==> config.mk <==
export PLATFORM = sky130hd
export DESIGN_NAME = obcd_top
export DESIGN_NICKNAME = d
export VERILOG_FILES = /design/src/core/obcd_pkg.sv /design/src/core/obcd_top.sv
export VERILOG_INCLUDE_DIRS = /design/src /design/src/core
export SDC_FILE = /design/constraint.sdc
export NUM_CORES = 1
export LEC_CHECK = 0
export ABC_AREA = 0
export BUFFER_PORTS_ARGS = -buffer_cell sky130_fd_sc_hd__buf_2
export CORE_UTILIZATION = 23
export DETAILED_ROUTE_END_ITERATION = 6
export HOLD_SLACK_MARGIN = 0.1
export PLACE_DENSITY_LB_ADDON = 0.12
export SLEW_MARGIN = 15
export SYNTH_ARGS = -nofsm -noshare
export SYNTH_HDL_FRONTEND = slang
export SYNTH_SLANG_ARGS = --single-unit
==> constraint.sdc <==
create_clock -name aclk -period 2.68 [get_ports aclk]
set_input_delay 0.268 -clock aclk [delete_from_list [all_inputs] [get_ports aclk]]
set_output_delay 0.268 -clock aclk [all_outputs]
set_load 0.005 [all_outputs]
==> src/core/obcd_defines.svh <==
// Behaviour
// Option bytes have no memory-map address; access only in programming mode.
// Erased or blank storage reads all ones.
// Byte0 bit7 set: halt entry with running watchdog causes reset.
// Byte0 bit6 clear: watchdog always on; set: software enables it.
// Byte0 bit5 clear enables clock guard with filter and backup oscillator.
// Byte0 bits4:3 pick supply thresholds: 11 off, 10 low, 01 mid, 00 high.
// Byte0 bit0 clear locks user flash against test and in-circuit access.
// Erasing option bytes while locked erases all user flash first.
// Byte1 bit7 set picks large package, clear picks small package.
// Unbonded pads of each 8-pad port come up input with pull-up.
// Byte1 bit6 clear gives 4096-cycle delay, set gives 256 cycles.
// Programmer should pick 4096 cycles when a resonator is used.
// With clock guard on, delay counting starts at once on backup clock.
// Flash parts leave factory selecting the internal RC oscillator.
// Factory-coded ROM parts have fixed, unprogrammable option values.
// Byte1 bits5:4 pick clock source: resonator, ext RC, int RC, external.
// Byte1 bits3:1 pick frequency band 1-2, 2-4, 4-8, 8-16 MHz.
// Byte1 bit0 clear enables doubler, never with internal RC.
// Programmer enables doubler only with the 2-4 MHz band.
// Both bytes latch during reset and drive static decoded settings.
`ifndef OBCD_DEFINES_SVH
`define OBCD_DEFINES_SVH

// ----------------------------------------
// Register offsets
// ----------------------------------------
`define OBCD_ADDR_CTRL 8'h00
`define OBCD_ADDR_OPT0 8'h04
`define OBCD_ADDR_OPT1 8'h08
`define OBCD_ADDR_STAT 8'h0C

// ----------------------------------------
// Fields
// ----------------------------------------
`define OBCD_CTRL_PROG 0
`define OBCD_CTRL_ERASE 1
`define OBCD_B0_HALT 7
`define OBCD_B0_WDG_SOFT 6
`define OBCD_B0_CLKG 5
`define OBCD_B0_SUP_HI 4
`define OBCD_B0_SUP_LO 3
`define OBCD_B0_RDP 0
`define OBCD_B1_PKG 7
`define OBCD_B1_RST_SHORT 6
`define OBCD_B1_OSC_HI 5
`define OBCD_B1_OSC_LO 4
`define OBCD_B1_BAND_HI 3
`define OBCD_B1_BAND_LO 1
`define OBCD_B1_PLL 0

// ----------------------------------------
// Reset values and timing
// ----------------------------------------
`define OBCD_ERASED 8'hFF
`define OBCD_SHIP_B1 8'hEF
`define OBCD_DLY_LONG 13'h1000
`define OBCD_DLY_SHORT 13'h0100
`define OBCD_RESP_OKAY 2'h0
`define OBCD_RESP_SLVERR 2'h2
`define OBCD_RESP_DECERR 2'h3

`endif

==> src/core/obcd_pkg.sv <==
package obcd_pkg;
  typedef enum logic [1:0] {OSC_RESONATOR, OSC_EXT_RC, OSC_INT_RC, OSC_EXT_CLK} obcd_osc_e;
  typedef enum logic [1:0] {SUP_HIGH, SUP_MID, SUP_LOW, SUP_OFF} obcd_sup_e;
  typedef enum {ERS_IDLE, ERS_USER, ERS_OPT} obcd_ers_e;
  typedef enum {DLY_IDLE, DLY_WAIT_OSC, DLY_COUNT} obcd_dly_e;
  typedef enum {REG_CTRL, REG_OPT0, REG_OPT1, REG_STAT, REG_NONE} obcd_reg_e;
endpackage

==> src/core/obcd_top.sv <==
`timescale 1ns/1ns
`include "obcd_defines.svh"
module obcd_top #(
  parameter bit ROM_CODED = 1'b0,
  parameter logic [7:0] ROM_OPT0 = 8'hFF,
  parameter logic [7:0] ROM_OPT1 = 8'hEF,
  parameter logic [31:0] SMALL_PKG_UNBONDED = 32'hF000_F000
)(
  // Clock and resets
  input wire logic aclk,
  input wire logic aresetn,
  input wire logic por_n,
  // AXI4-Lite write
  input wire logic [7:0] awaddr,
  input wire logic awvalid,
  output logic awready,
  input wire logic [31:0] wdata,
  input wire logic [3:0] wstrb,
  input wire logic wvalid,
  output logic wready,
  output logic [1:0] bresp,
  output logic bvalid,
  input wire logic bready,
  // AXI4-Lite read
  input wire logic [7:0] araddr,
  input wire logic arvalid,
  output logic arready,
  output logic [31:0] rdata,
  output logic [1:0] rresp,
  output logic rvalid,
  input wire logic rready,
  // System events
  input wire logic halt_entry,
  input wire logic wdg_running,
  input wire logic halt_exit_req,
  input wire logic main_osc_ready,
  input wire logic flash_erase_done,
  output logic flash_mass_erase,
  output logic halt_wdg_reset,
  output logic halt_exit_done,
  // Decoded configuration
  output logic wdg_hw_enable,
  output logic halt_reset_on_wdg_reset_en,
  output logic clk_guard_en,
  output logic supply_detect_en,
  output logic [1:0] supply_thresh,
  output logic readout_lock,
  output logic pkg_large,
  output logic [31:0] pad_pullup_force,
  output logic [12:0] rst_delay_cycles,
  output logic [1:0] osc_kind,
  output logic [2:0] osc_band,
  output logic pll_en
);

  // ----------------------------------------
  // Decode
  // ----------------------------------------
  function automatic obcd_pkg::obcd_reg_e dec_addr(input logic [7:0] a);
    case (a)
      `OBCD_ADDR_CTRL: dec_addr = obcd_pkg::REG_CTRL;
      `OBCD_ADDR_OPT0: dec_addr = obcd_pkg::REG_OPT0;
      `OBCD_ADDR_OPT1: dec_addr = obcd_pkg::REG_OPT1;
      `OBCD_ADDR_STAT: dec_addr = obcd_pkg::REG_STAT;
      default: dec_addr = obcd_pkg::REG_NONE;
    endcase
  endfunction

  logic [7:0] opt_mem [0:1];
  logic [7:0] eff0;
  logic [7:0] eff1;
  logic [7:0] cfg0_r;
  logic [7:0] cfg1_r;
  logic [7:0] src0;
  logic [7:0] src1;
  logic prog_mode_r;
  obcd_pkg::obcd_ers_e ers_state_r;
  obcd_pkg::obcd_dly_e dly_state_r;
  logic [12:0] dly_cnt_r;
  logic osc_meta_r;
  logic osc_sync_r;
  logic aw_hold_r;
  logic w_hold_r;
  logic [7:0] awaddr_r;
  logic [7:0] wbyte_r;
  logic wlane_r;
  logic wr_fire;
  obcd_pkg::obcd_reg_e wr_idx;
  logic [1:0] wr_resp;
  obcd_pkg::obcd_reg_e rd_idx;

  // ROM parts ignore the stored bytes entirely
  assign eff0 = ROM_CODED ? ROM_OPT0 : opt_mem[0];
  assign eff1 = ROM_CODED ? ROM_OPT1 : opt_mem[1];
  assign src0 = aresetn ? cfg0_r : eff0;
  assign src1 = aresetn ? cfg1_r : eff1;
  assign wr_fire = aw_hold_r && w_hold_r && !bvalid;
  assign wr_idx = dec_addr(awaddr_r);
  assign rd_idx = dec_addr(araddr);

  always_comb
  begin
    wr_resp = `OBCD_RESP_OKAY;
    if (wr_idx == obcd_pkg::REG_NONE)
    begin
      wr_resp = `OBCD_RESP_DECERR;
    end
    else if ((wr_idx == obcd_pkg::REG_OPT0 || wr_idx == obcd_pkg::REG_OPT1) && (!prog_mode_r || ROM_CODED))
    begin
      wr_resp = `OBCD_RESP_SLVERR;
    end
  end

  // ----------------------------------------
  // Write channel
  // ----------------------------------------
  always_ff @(posedge aclk)
  begin
    if (!aresetn)
    begin
      awready <= 1'b1;
      wready <= 1'b1;
      bvalid <= 1'b0;
      bresp <= `OBCD_RESP_OKAY;
      aw_hold_r <= 1'b0;
      w_hold_r <= 1'b0;
      awaddr_r <= 8'h00;
      wbyte_r <= 8'h00;
      wlane_r <= 1'b0;
    end
    else
    begin
      if (awvalid && awready)
      begin
        aw_hold_r <= 1'b1;
        awaddr_r <= awaddr;
        awready <= 1'b0;
      end
      if (wvalid && wready)
      begin
        w_hold_r <= 1'b1;
        wbyte_r <= wdata[7:0];
        wlane_r <= wstrb[0];
        wready <= 1'b0;
      end
      if (wr_fire)
      begin
        bvalid <= 1'b1;
        bresp <= wr_resp;
        aw_hold_r <= 1'b0;
        w_hold_r <= 1'b0;
      end
      if (bvalid && bready)
      begin
        bvalid <= 1'b0;
        awready <= 1'b1;
        wready <= 1'b1;
      end
    end
  end

  // ----------------------------------------
  // Read channel
  // ----------------------------------------
  always_ff @(posedge aclk)
  begin
    if (!aresetn)
    begin
      arready <= 1'b1;
      rvalid <= 1'b0;
      rdata <= 32'h0000_0000;
      rresp <= `OBCD_RESP_OKAY;
    end
    else if (arvalid && arready)
    begin
      arready <= 1'b0;
      rvalid <= 1'b1;
      rdata <= 32'h0000_0000;
      rresp <= `OBCD_RESP_OKAY;
      case (rd_idx)
        obcd_pkg::REG_CTRL: rdata <= {31'h0000_0000, prog_mode_r};
        obcd_pkg::REG_OPT0, obcd_pkg::REG_OPT1:
        begin
          if (prog_mode_r)
          begin
            rdata <= {24'h00_0000, (rd_idx == obcd_pkg::REG_OPT0) ? eff0 : eff1};
          end
          else
          begin
            rresp <= `OBCD_RESP_SLVERR;
          end
        end
        obcd_pkg::REG_STAT:
          rdata <= {28'h000_0000, ROM_CODED, flash_mass_erase, ers_state_r != obcd_pkg::ERS_IDLE, prog_mode_r};
        default: rresp <= `OBCD_RESP_DECERR;
      endcase
    end
    else if (rvalid && rready)
    begin
      rvalid <= 1'b0;
      arready <= 1'b1;
    end
  end

  // ----------------------------------------
  // Programming mode and storage
  // ----------------------------------------
  always_ff @(posedge aclk)
  begin
    if (!aresetn)
    begin
      prog_mode_r <= 1'b0;
    end
    else if (wr_fire && wr_idx == obcd_pkg::REG_CTRL && wlane_r)
    begin
      prog_mode_r <= wbyte_r[`OBCD_CTRL_PROG];
    end
  end

  // Not cleared by system reset: models non-volatile cells
  always_ff @(posedge aclk)
  begin
    if (!por_n)
    begin
      opt_mem[0] <= `OBCD_ERASED;
      opt_mem[1] <= `OBCD_SHIP_B1;
    end
    else if (ers_state_r == obcd_pkg::ERS_OPT)
    begin
      opt_mem[0] <= `OBCD_ERASED;
      opt_mem[1] <= `OBCD_ERASED;
    end
    else if (wr_fire && wr_resp == `OBCD_RESP_OKAY && wlane_r && ers_state_r == obcd_pkg::ERS_IDLE)
    begin
      if (wr_idx == obcd_pkg::REG_OPT0)
      begin
        opt_mem[0] <= wbyte_r;
      end
      if (wr_idx == obcd_pkg::REG_OPT1)
      begin
        opt_mem[1] <= wbyte_r;
      end
    end
  end

  // ----------------------------------------
  // Erase sequence
  // ----------------------------------------
  always_ff @(posedge aclk)
  begin
    if (!aresetn)
    begin
      ers_state_r <= obcd_pkg::ERS_IDLE;
      flash_mass_erase <= 1'b0;
    end
    else
    begin
      case (ers_state_r)
        obcd_pkg::ERS_IDLE:
        begin
          if (wr_fire && wr_idx == obcd_pkg::REG_CTRL && wlane_r && wbyte_r[`OBCD_CTRL_ERASE]
              && prog_mode_r && !ROM_CODED)
          begin
            if (!eff0[`OBCD_B0_RDP])
            begin
              ers_state_r <= obcd_pkg::ERS_USER;
              flash_mass_erase <= 1'b1;
            end
            else
            begin
              ers_state_r <= obcd_pkg::ERS_OPT;
            end
          end
        end
        obcd_pkg::ERS_USER:
        begin
          if (flash_erase_done)
          begin
            flash_mass_erase <= 1'b0;
            ers_state_r <= obcd_pkg::ERS_OPT;
          end
        end
        obcd_pkg::ERS_OPT: ers_state_r <= obcd_pkg::ERS_IDLE;
        default: ers_state_r <= obcd_pkg::ERS_IDLE;
      endcase
    end
  end

  // ----------------------------------------
  // Reset-time latch and decode
  // ----------------------------------------
  always_ff @(posedge aclk)
  begin
    if (!aresetn)
    begin
      cfg0_r <= eff0;
      cfg1_r <= eff1;
    end
  end

  // Held static after reset: later programming only takes effect at next reset
  always_ff @(posedge aclk)
  begin
    halt_reset_on_wdg_reset_en <= src0[`OBCD_B0_HALT];
    wdg_hw_enable <= !src0[`OBCD_B0_WDG_SOFT];
    clk_guard_en <= !src0[`OBCD_B0_CLKG];
    supply_thresh <= src0[`OBCD_B0_SUP_HI:`OBCD_B0_SUP_LO];
    supply_detect_en <= src0[`OBCD_B0_SUP_HI:`OBCD_B0_SUP_LO] != obcd_pkg::SUP_OFF;
    readout_lock <= !src0[`OBCD_B0_RDP];
    pkg_large <= src1[`OBCD_B1_PKG];
    pad_pullup_force <= src1[`OBCD_B1_PKG] ? 32'h0000_0000 : SMALL_PKG_UNBONDED;
    rst_delay_cycles <= src1[`OBCD_B1_RST_SHORT] ? `OBCD_DLY_SHORT : `OBCD_DLY_LONG;
    osc_kind <= src1[`OBCD_B1_OSC_HI:`OBCD_B1_OSC_LO];
    osc_band <= src1[`OBCD_B1_BAND_HI:`OBCD_B1_BAND_LO];
    pll_en <= !src1[`OBCD_B1_PLL] && src1[`OBCD_B1_OSC_HI:`OBCD_B1_OSC_LO] != obcd_pkg::OSC_INT_RC;
  end

  // ----------------------------------------
  // Halt handling
  // ----------------------------------------
  always_ff @(posedge aclk)
  begin
    if (!aresetn)
    begin
      halt_wdg_reset <= 1'b0;
    end
    else
    begin
      halt_wdg_reset <= halt_entry && wdg_running && cfg0_r[`OBCD_B0_HALT];
    end
  end

  always_ff @(posedge aclk)
  begin
    osc_meta_r <= main_osc_ready;
    osc_sync_r <= osc_meta_r;
  end

  // Backup clock lets the count start without the main oscillator
  always_ff @(posedge aclk)
  begin
    if (!aresetn)
    begin
      dly_state_r <= obcd_pkg::DLY_IDLE;
      dly_cnt_r <= 13'h0000;
      halt_exit_done <= 1'b0;
    end
    else
    begin
      halt_exit_done <= 1'b0;
      case (dly_state_r)
        obcd_pkg::DLY_IDLE:
        begin
          dly_cnt_r <= 13'h0000;
          if (halt_exit_req)
          begin
            dly_state_r <= clk_guard_en ? obcd_pkg::DLY_COUNT : obcd_pkg::DLY_WAIT_OSC;
          end
        end
        obcd_pkg::DLY_WAIT_OSC:
        begin
          if (osc_sync_r)
          begin
            dly_state_r <= obcd_pkg::DLY_COUNT;
          end
        end
        obcd_pkg::DLY_COUNT:
        begin
          dly_cnt_r <= dly_cnt_r + 13'h0001;
          if (dly_cnt_r == rst_delay_cycles - 13'h0001)
          begin
            halt_exit_done <= 1'b1;
            dly_state_r <= obcd_pkg::DLY_IDLE;
          end
        end
        default: dly_state_r <= obcd_pkg::DLY_IDLE;
      endcase
    end
  end

  // ----------------------------------------
  // Checks
  // ----------------------------------------
  AST_OPT_NEEDS_PROG: assert property (@(posedge aclk) disable iff (!aresetn)
    wr_fire && (wr_idx == obcd_pkg::REG_OPT0 || wr_idx == obcd_pkg::REG_OPT1) && !prog_mode_r
    |=> bresp == `OBCD_RESP_SLVERR && bvalid)
    else $error("option write accepted outside programming mode");
  AST_POR_BLANK: assert property (@(posedge aclk) !por_n |=> eff0 == `OBCD_ERASED || ROM_CODED)
    else $error("blank storage not all ones");
  AST_HALT_RESET: assert property (@(posedge aclk) disable iff (!aresetn)
    halt_entry && wdg_running |=> halt_wdg_reset == $past(cfg0_r[`OBCD_B0_HALT]))
    else $error("halt reset does not follow option");
  AST_WDG_HW: assert property (@(posedge aclk) disable iff (!aresetn)
    $past(aresetn) |-> wdg_hw_enable == !cfg0_r[`OBCD_B0_WDG_SOFT] && clk_guard_en == !cfg0_r[`OBCD_B0_CLKG])
    else $error("watchdog or clock guard decode wrong");
  AST_SUPPLY: assert property (@(posedge aclk) disable iff (!aresetn)
    $past(aresetn) |-> supply_detect_en == (cfg0_r[4:3] != 2'h3) && readout_lock == !cfg0_r[0])
    else $error("supply or lock decode wrong");
  AST_ERASE_ORDER: assert property (@(posedge aclk) disable iff (!aresetn)
    ers_state_r == obcd_pkg::ERS_USER |=> $stable(opt_mem[0]) && $stable(opt_mem[1]))
    else $error("option bytes erased before user flash");
  AST_DELAY_LEN: assert property (@(posedge aclk) disable iff (!aresetn)
    $past(aresetn) |-> rst_delay_cycles == (cfg1_r[6] ? 13'h0100 : 13'h1000))
    else $error("delay length decode wrong");
  AST_GUARD_START: assert property (@(posedge aclk) disable iff (!aresetn)
    dly_state_r == obcd_pkg::DLY_IDLE && halt_exit_req && clk_guard_en |=> dly_state_r == obcd_pkg::DLY_COUNT)
    else $error("count did not start at once");
  AST_NO_RC_PLL: assert property (@(posedge aclk) disable iff (!aresetn)
    osc_kind == 2'h2 |-> !pll_en)
    else $error("doubler enabled with internal RC");
  COV_ERASE: cover property (@(posedge aclk) disable iff (!aresetn) ers_state_r == obcd_pkg::ERS_USER ##[1:50] ers_state_r == obcd_pkg::ERS_OPT);
  COV_HALT_RST: cover property (@(posedge aclk) disable iff (!aresetn) halt_wdg_reset);
  COV_EXIT: cover property (@(posedge aclk) disable iff (!aresetn) halt_exit_done);

endmodule // obcd_top

==> summary.txt, run 1 <==
Outcome
  • Status: finished clean

Route
  • Detailed Route Iter0 Violations: roughly 150
  • Post-route ant nets: 0
  • WL/cell: between 10 and 15 um
  • Post-Route WL: ~9400 um
  • DRT Pass-1 Iters: 6
  • Vias: 2952
  • Vias/cell: between 3 and 4
  • DRC viols: 0

Worst setup path
  • FF-to-FF Start: awaddr_r[7]$_SDFFE_PN0P_
  • Setup crit start: awaddr_r[7]$_SDFFE_PN0P_
  • Worst Setup Start Kind: flip-flop
  • Reg-to-reg setup timing slack: a little under 700 ps
  • Worst Path Class, Setup: reg -> reg
  • Reg2reg path depth: 3
  • Data required, critical path: ~2800 ps
  • Critical path endpoint category: flip-flop
  • RR Endpoint: opt_mem[0][15]$_DFFE_PP_
  • Worst Setup EP: opt_mem[0][15]$_DFFE_PP_
  • Highest fanout seen on the critical path: 11
  • WP data arrival: about 2100 ps

Placement
  • Final HPWL from detailed placement: just over 7000 um
  • # port buffers: roughly 80
  • RePlAce Congestion: ~0.76

Clock network
  • CTS buffer count: 9
  • Clock Latency Late Sink: 340 ps
  • Post-cts sizing count: 0
  • Clock Tree Buf Depth: 2
  • Worst-path clk slew: 70 ps
  • Number of clock sinks: 96
  • Root buffer cell: clkbuf_16
  • CTS tree: built
  • H-tree Lvls: 3

GRT
  • Largest net degree at the start of global routing: 28
  • Initial antenna violation count: 1
  • Global-route wire length before repair: around 14000 um
  • Grt ovf: 0
  • GRT Util Overall: approximately a tenth
  • Vias in the first global route: between 2000 and 3000

Floorplan
  • Initial Util: a little under a quarter
  • Die ar.: around 19000 um^2
  • Die Ht: roughly 140 um
  • I/O pin cnt: approximately 170
  • Placeable Area: 17900 um^2
  • Chip Width: 137.1 um
  • FP Rows: 49

Timing
  • Setup TNS: 0 ps
  • Final period utilization: approximately three quarters
  • Final setup fails: 0
  • Skew final: between 5 and 6 ps
  • Fin crit period: roughly 2000 ps
  • RSZ-0062 raised after global routing: no
  • Worst slew pin tran: 710.0 ps
  • Max Slew Vio Count: 0
  • Final hold vios: 0
  • Max Fclk: between 500 and 600 MHz
  • Slew margin rel.: between 50% and 60%
  • Hold Slack: 129.9 ps

Logic synthesis
  • Number of flops mapped to enable cells by yosys: 20
  • Post-Syn Area: around 4200 um^2
  • Top FF cell, synth: dfxtp_1
  • Register area share after synthesis: between 50% and 60%
  • Post-Syn Area per Cell: roughly 9.6 um^2
  • Yosys cell types: 53
  • Seq cells post-synth: 96
  • Yosys synthesis warning count: 0
  • Gate Count Post-Synth: approximately 440
  • Ys async rst share: 0%

Run
  • Max_cap viols: 0

Final layout
  • Area Overhead vs Synth: 16.19%
  • Fraction of layout cells with a size suffix above 1: between 20% and 30%
  • N_diodes: 0
  • Fin nets: ~570

Power
  • Power per Cell Area: around 640 nW/um^2
  • Worst IR Drop VDD: 0.0002771 V
  • Leakage power: roughly 2.0 nW

Hold path
  • HP Class: in -> reg
-- registers in the layout, indices dropped and copies added (netlist names), 2 cells and up --
| signal | count |
|---|---|
| opt_mem | 16 |
| dly_cnt_r | 13 |
| awaddr_r | 8 |
| rdata | 8 |
| wbyte_r | 8 |
| cfg0_r | 5 |
| cfg1_r | 5 |
| bresp | 2 |
| dly_state_r | 2 |
| ers_state_r | 2 |
| osc_band | 2 |
| rresp | 2 |
-- logic make-up (layout without fill, tap and decap cells) --
logic type	count (synthesis)	after routing	synth area share, %
other cells	1	59	0.08939
mux	16	16	3.967
fa+ha+maj	1	1	0.2982
compound gates	64	64	9.216
simple gates	145	145	17.51
xor+xnor	12	12	2.505
flops	96	96	50.58
buf+inv	101	118	15.84
-- where the power goes --
| group | leakage, nW | total, mW | switching, mW | internal [mW] |
|---|---|---|---|---|
| Combinational | 1.07 | 0.194 | 0.120 | 0.0739 |
| Clock | 0.162 | 1.37 | 0.538 | 0.834 |
| Sequential | 0.765 | 1.54 | 0.0312 | 1.51 |
| Total | 1.99 | 3.11 | 0.689 | 2.42 |
-- synth_stat cells (all sizes together) (2+ instances only) --
cell type	number	area share [%]
clkbuf	10	0.89
o2111ai	2	0.42
mux2i	11	2.6
o21ai	15	1.8
xnor2	10	2.1
nor3	5	0.60
or3	8	1.2
edfxtp	20	14
xor2	2	0.42
nor4	6	1.0
nand2b	11	1.6
nand3	17	2.0
nand3b	2	0.36
nor2	27	2.4
nor2b	7	1.0
a21oi	29	3.5
inv	14	1.3
mux2	5	1.3
a22o	2	0.42
buf	77	14
a32oi	2	0.42
nand2	45	4.0
nand4	4	0.60
or4	4	0.89
and2	2	0.30
dfxtp	76	36
a21boi	2	0.36
-- repair_timing --
action,in CTS,in global routing
hold buffers,1,0
endpoints found under the hold margin,1,0
buffers inserted,0,0
-- critical path: stages, from the launching register on --
cell	delay, ps
dfxtp_1	320
nor4_2	480
nand4_1	400
or3_1	520
-- layer usage --
metal | track usage [%] | part of all wire (%) | vias up
met5 | 0 | 0 | -
met4 | 3.724 | 2.1 | 0
met3 | 3.778 | 5.6 | 10
met2 | 16.13 | 47 | 80
met1 | 12.65 | 45 | 1362
li1 | - | - | 1500
-- through the flow --
| step | setup WS [ps] | util, % | std cells | instance area, um^2 | power, mW |
|---|---|---|---|---|---|
| 2_1_floorplan | 546.2 | - | 494 | 4413 | 1.748 |
| 3_3_place_gp | 615.6 | 25.35 | 723 | 4538 | 1.766 |
| 3_5_place_dp | 597.8 | 25.35 | 723 | 4538 | 1.767 |
| 4_1_cts | 658.8 | 27.23 | 740 | 4875 | 3.167 |
| 5_1_grt | 518.6 | 27.23 | 740 | 4875 | 3.263 |
| 6_report | 681.4 | 27.23 | 740 | 4875 | 3.107 |
-- cells in the final DEF, fill, tap and decap left out, drive strengths merged, types with 2 or more instances in the layout --
| cell type | count |
|---|---|
| or4 | 4 |
| nor2b | 7 |
| o21ai | 15 |
| dfxtp | 76 |
| a21oi | 29 |
| xor2 | 2 |
| nand4 | 4 |
| nand2b | 11 |
| or3 | 8 |
| conb | 59 |
| nand2 | 45 |
| nor2 | 27 |
| nand3b | 2 |
| a32oi | 2 |
| nor4 | 6 |
| and2 | 2 |
| xnor2 | 10 |
| mux2i | 11 |
| nand3 | 17 |
| a21boi | 2 |
| edfxtp | 20 |
| mux2 | 5 |
| buf | 87 |
| o2111ai | 2 |
| inv | 15 |
| a22o | 2 |
| clkbuf | 13 |
| nor3 | 5 |
-- how the worst min path moves through the flow --
stage | startpoint | to | slack, ps | depth (start not counted)
global placement | osc_meta_r$_DFF_P_ | osc_sync_r$_DFF_P_ | 320 | 0
CTS | wvalid | wready$_SDFFE_PP1P_ | 110 | 2
floorplan | main_osc_ready | osc_meta_r$_DFF_P_ | 300 | 0
global route | flash_erase_done | ers_state_r[0]$_SDFFE_PN0P_ | 120 | 2
finish | wvalid | wready$_SDFFE_PP1P_ | 130 | 2
detailed placement | osc_meta_r$_DFF_P_ | osc_sync_r$_DFF_P_ | 330 | 0
-- area by class of cell --
class	count	area, um^2
repair buffers	88	460.4
clock inverters	3	45.04
well taps	229	286.5
fillers	1965	13030
flip-flops and latches	96	2122
clock buffers	13	281.5
multi-input cells	297	1627
inverters	14	52.55
No activity file was read; power rests on OpenSTA's default activity.
==> run 2: changes to the inputs <==
clock period = 1.7 ns   (was 2.68 ns; I/O delays follow)
==> summary.txt, run 2 (synthesis gave the netlist of run 1 again) <==
Timing
  • Final period utilization: 100.5% (was 74.58%)
  • Worst setup margin: -8.288 ps (was 681.4 ps)
  • RSZ-0062 raised after global routing: yes (was no)
  • Fin crit period: 1708 ps (was 1999 ps)
  • Final hold vios: 0 (unchanged)
  • Slew margin rel.: 56.84% (was 52.35%)
  • Final setup fails: 4 (was 0)
  • Skew final: 10.14 ps (was 5.722 ps)
  • Max Fclk: 585.4 MHz (was 500.3 MHz)
  • Worst slew pin tran: 641.6 ps (was 710.0 ps)
  • Max Slew Vio Count: 0 (unchanged)

Route
  • Post-route ant nets: 0 (unchanged)
  • Post-Route WL: 9673 um (was 9368 um)
  • WL/cell: 12.28 um (was 12.66 um)
  • Vias/cell: 3.939 (was 3.989)
  • DRT Pass-1 Iters: 7 (was 6)
  • Vias: 3104 (was 2952)
  • Detailed Route Iter0 Violations: 157 (was 146)
  • DRC viols: 2 (was 0)

GRT
  • GRT Util Overall: 10.76% (was 10.22%)
  • Largest net degree at the start of global routing: 26 (was 28)
  • GR Util met3: 3.519% (was 3.778%)
  • GR peak layer: met2 (unchanged)
  • Met1 Use GR: 12.78% (was 12.65%)
  • Initial antenna violation count: 0 (was 1)
  • Vias in the first global route: 2982 (was 2731)
  • Met2 Track Usage GR: 18.27% (was 16.13%)
  • Global-route wire length before repair: 15040 um (was 14260 um)
  • Grt ovf: 0 (unchanged)

Final layout
  • Final Core Density: 30.12% (was 27.23%)
  • Top reg by flops: opt_mem (unchanged)
  • Fraction of layout cells with a size suffix above 1: 26.83% (was 21.92%)
  • Fin nets: 620 (was 572)
  • Number of flip-flops under the largest register name: 16 (unchanged)
  • Cell area after layout: 5391 um^2 (was 4875 um^2)
  • FILL cells: 1915 (was 1965)
  • Most common cell after layout, fill and taps aside: buf_2 (unchanged)
  • Area Overhead vs Synth: 28.51% (was 16.19%)
  • N_diodes: 0 (unchanged)
  • Most frequent cells in the layout: buf_2 (81), dfxtp_1 (74), conb_1 (59) (was buf_2 (81), dfxtp_1 (76), conb_1 (59))
  • Largest regs: opt_mem: 16 flops, dly_cnt_r: 13 flops (unchanged)

Clock network
  • Clock Tree Buf Depth: 2 (unchanged)
  • Root buffer cell: clkbuf_16 (unchanged)
  • Worst-path clk slew: 70 ps (about the same)
  • CTS tree: built (unchanged)
  • CTS buffer count: 9 (unchanged)
  • Number of clock sinks: 96 (unchanged)
  • H-tree Lvls: 3 (unchanged)
  • Clock Latency Late Sink: 340 ps (about the same)

Placement
  • Final HPWL from detailed placement: 7366 um (was 7073 um)
  • RePlAce Congestion: 0.7747 (was 0.7600)
  • # port buffers: 81 (unchanged)
  • Placed cell area: 4716 um^2 (was 4538 um^2)

Floorplan
  • Placeable Area: 17900 um^2 (unchanged)
  • FP Rows: 49 (unchanged)
  • Initial Util: 23.43% (unchanged)
  • Die Ht: 137.1 um (unchanged)
  • Chip Width: 137.1 um (unchanged)
  • I/O pin cnt: 168 (unchanged)
  • Die ar.: 18780 um^2 (unchanged)

Outcome
  • Failing checks: DRC, setup timing
  • Status: finished with violations (was finished clean)

Power
  • Power per Cell Area: 886.6 nW/um^2 (was 637.4 nW/um^2)
  • Leakage power: 2.225 nW (was 1.994 nW)
  • Worst IR Drop VDD: 0.0004779 V (was 0.0002771 V)

Run
  • Max_cap viols: 0 (unchanged)

Worst setup path
  • Data required, critical path: 1780 ps (was 2750 ps)
  • Highest fanout seen on the critical path: 11 (unchanged)
  • Worst Path Class, Setup: reg -> reg (unchanged)
  • CP Cell Sequence: nor4_4 > buf_4 > nand4_1 > buf_6 > or3_4 (was nor4_2 > nand4_1 > or3_1)
  • Critical path endpoint category: flip-flop (unchanged)
  • Critical path's top delay family: simple AND/OR/NAND/NOR gates (unchanged)
  • CP peak stage delay: 380 ps (was 520 ps)
  • Worst Setup Start Kind: flip-flop (unchanged)
  • Critical-path top delay cell: or3_4 (was or3_1)
  • WP buf/inv: 2 (was 0)
  • WP data arrival: 1790 ps (was 2060 ps)

Hold path
  • HP Class: in -> reg (unchanged)
run 2: cell types whose count changed in the layout (fill, tap and decap cells not counted), sizes merged:
cell	delta
dlygate4sd3	+25
buf	+23
clkbuf	-2
clkinv	+2
clkinvlp	+2
bufinv	-1
inv	-1
run 2: worst register-to-register path, cell delays in order, from the launching register on:
cell	delay, ps
dfxtp_2	330
nor4_4	260
buf_4	160
nand4_1	110
buf_6	190
or3_4	390
run 2: worst paths after layout:
kind,from,end,slack [ps],cells after the start
worst max-delay path,awaddr_r[7]$_SDFFE_PN0P_,opt_mem[0][15]$_DFFE_PP_,-8,5
worst min-delay path,awvalid,awready$_SDFFE_PP1P_,160,2
worst max register to register,awaddr_r[7]$_SDFFE_PN0P_,opt_mem[0][15]$_DFFE_PP_,-8,5
worst min register to register,osc_meta_r$_DFF_P_,osc_sync_r$_DFF_P_,330,0
run 2: layer usage:
| metal | wire length [um] | vias up |
|---|---|---|
| met5 | 0 | - |
| li1 | - | 1590 |
| met4 | 48 | 0 |
| met1 | 4402 | 1435 |
| met2 | 4820 | 77 |
| met3 | 402 | 2 |
run 2: power breakdown:
group | switching, mW | internal, mW
Sequential | 0.0419 | 2.38
Combinational | 0.216 | 0.191
Clock | 0.871 | 1.08
run 2: layout make-up:
| type | instances | area (um^2) | share of cell area [%] |
|---|---|---|---|
| Sequential cell | 96 | 2125 | 39.41 |
| Multi-Input combinational cell | 297 | 1722 | 31.93 |
| Timing Repair Buffer | 136 | 912.1 | 16.92 |
| Tap cell | 229 | 286.5 | 5.314 |
| Clock buffer | 11 | 252.7 | 4.688 |
| Inverter | 14 | 52.55 | 0.9747 |
| Clock inverter | 5 | 41.29 | 0.7658 |
run 2: repair_timing:
item                                    CTS  global route
buffers inserted                          2             2
gates resized for setup                   3            13
hold buffers                             26             0
pin swaps                                 1             1
endpoints found under the setup margin   24            35
hold endpoints to repair                 25             0
run 2: through the flow:
step	hold WS, ps	std cells	power [mW]	TNS [ps]	setup slack, ps
floorplan	197.7	494	2.760	0	57.40
global placement	283.5	742	2.812	-1307	-161.7
detailed placement	285.5	742	2.816	-1471	-86.19
CTS	137.2	786	4.869	-522.1	-60.26
global route	157.6	788	5.031	-1072	-76.15
finish	159.8	788	4.780	-20.17	-8.288
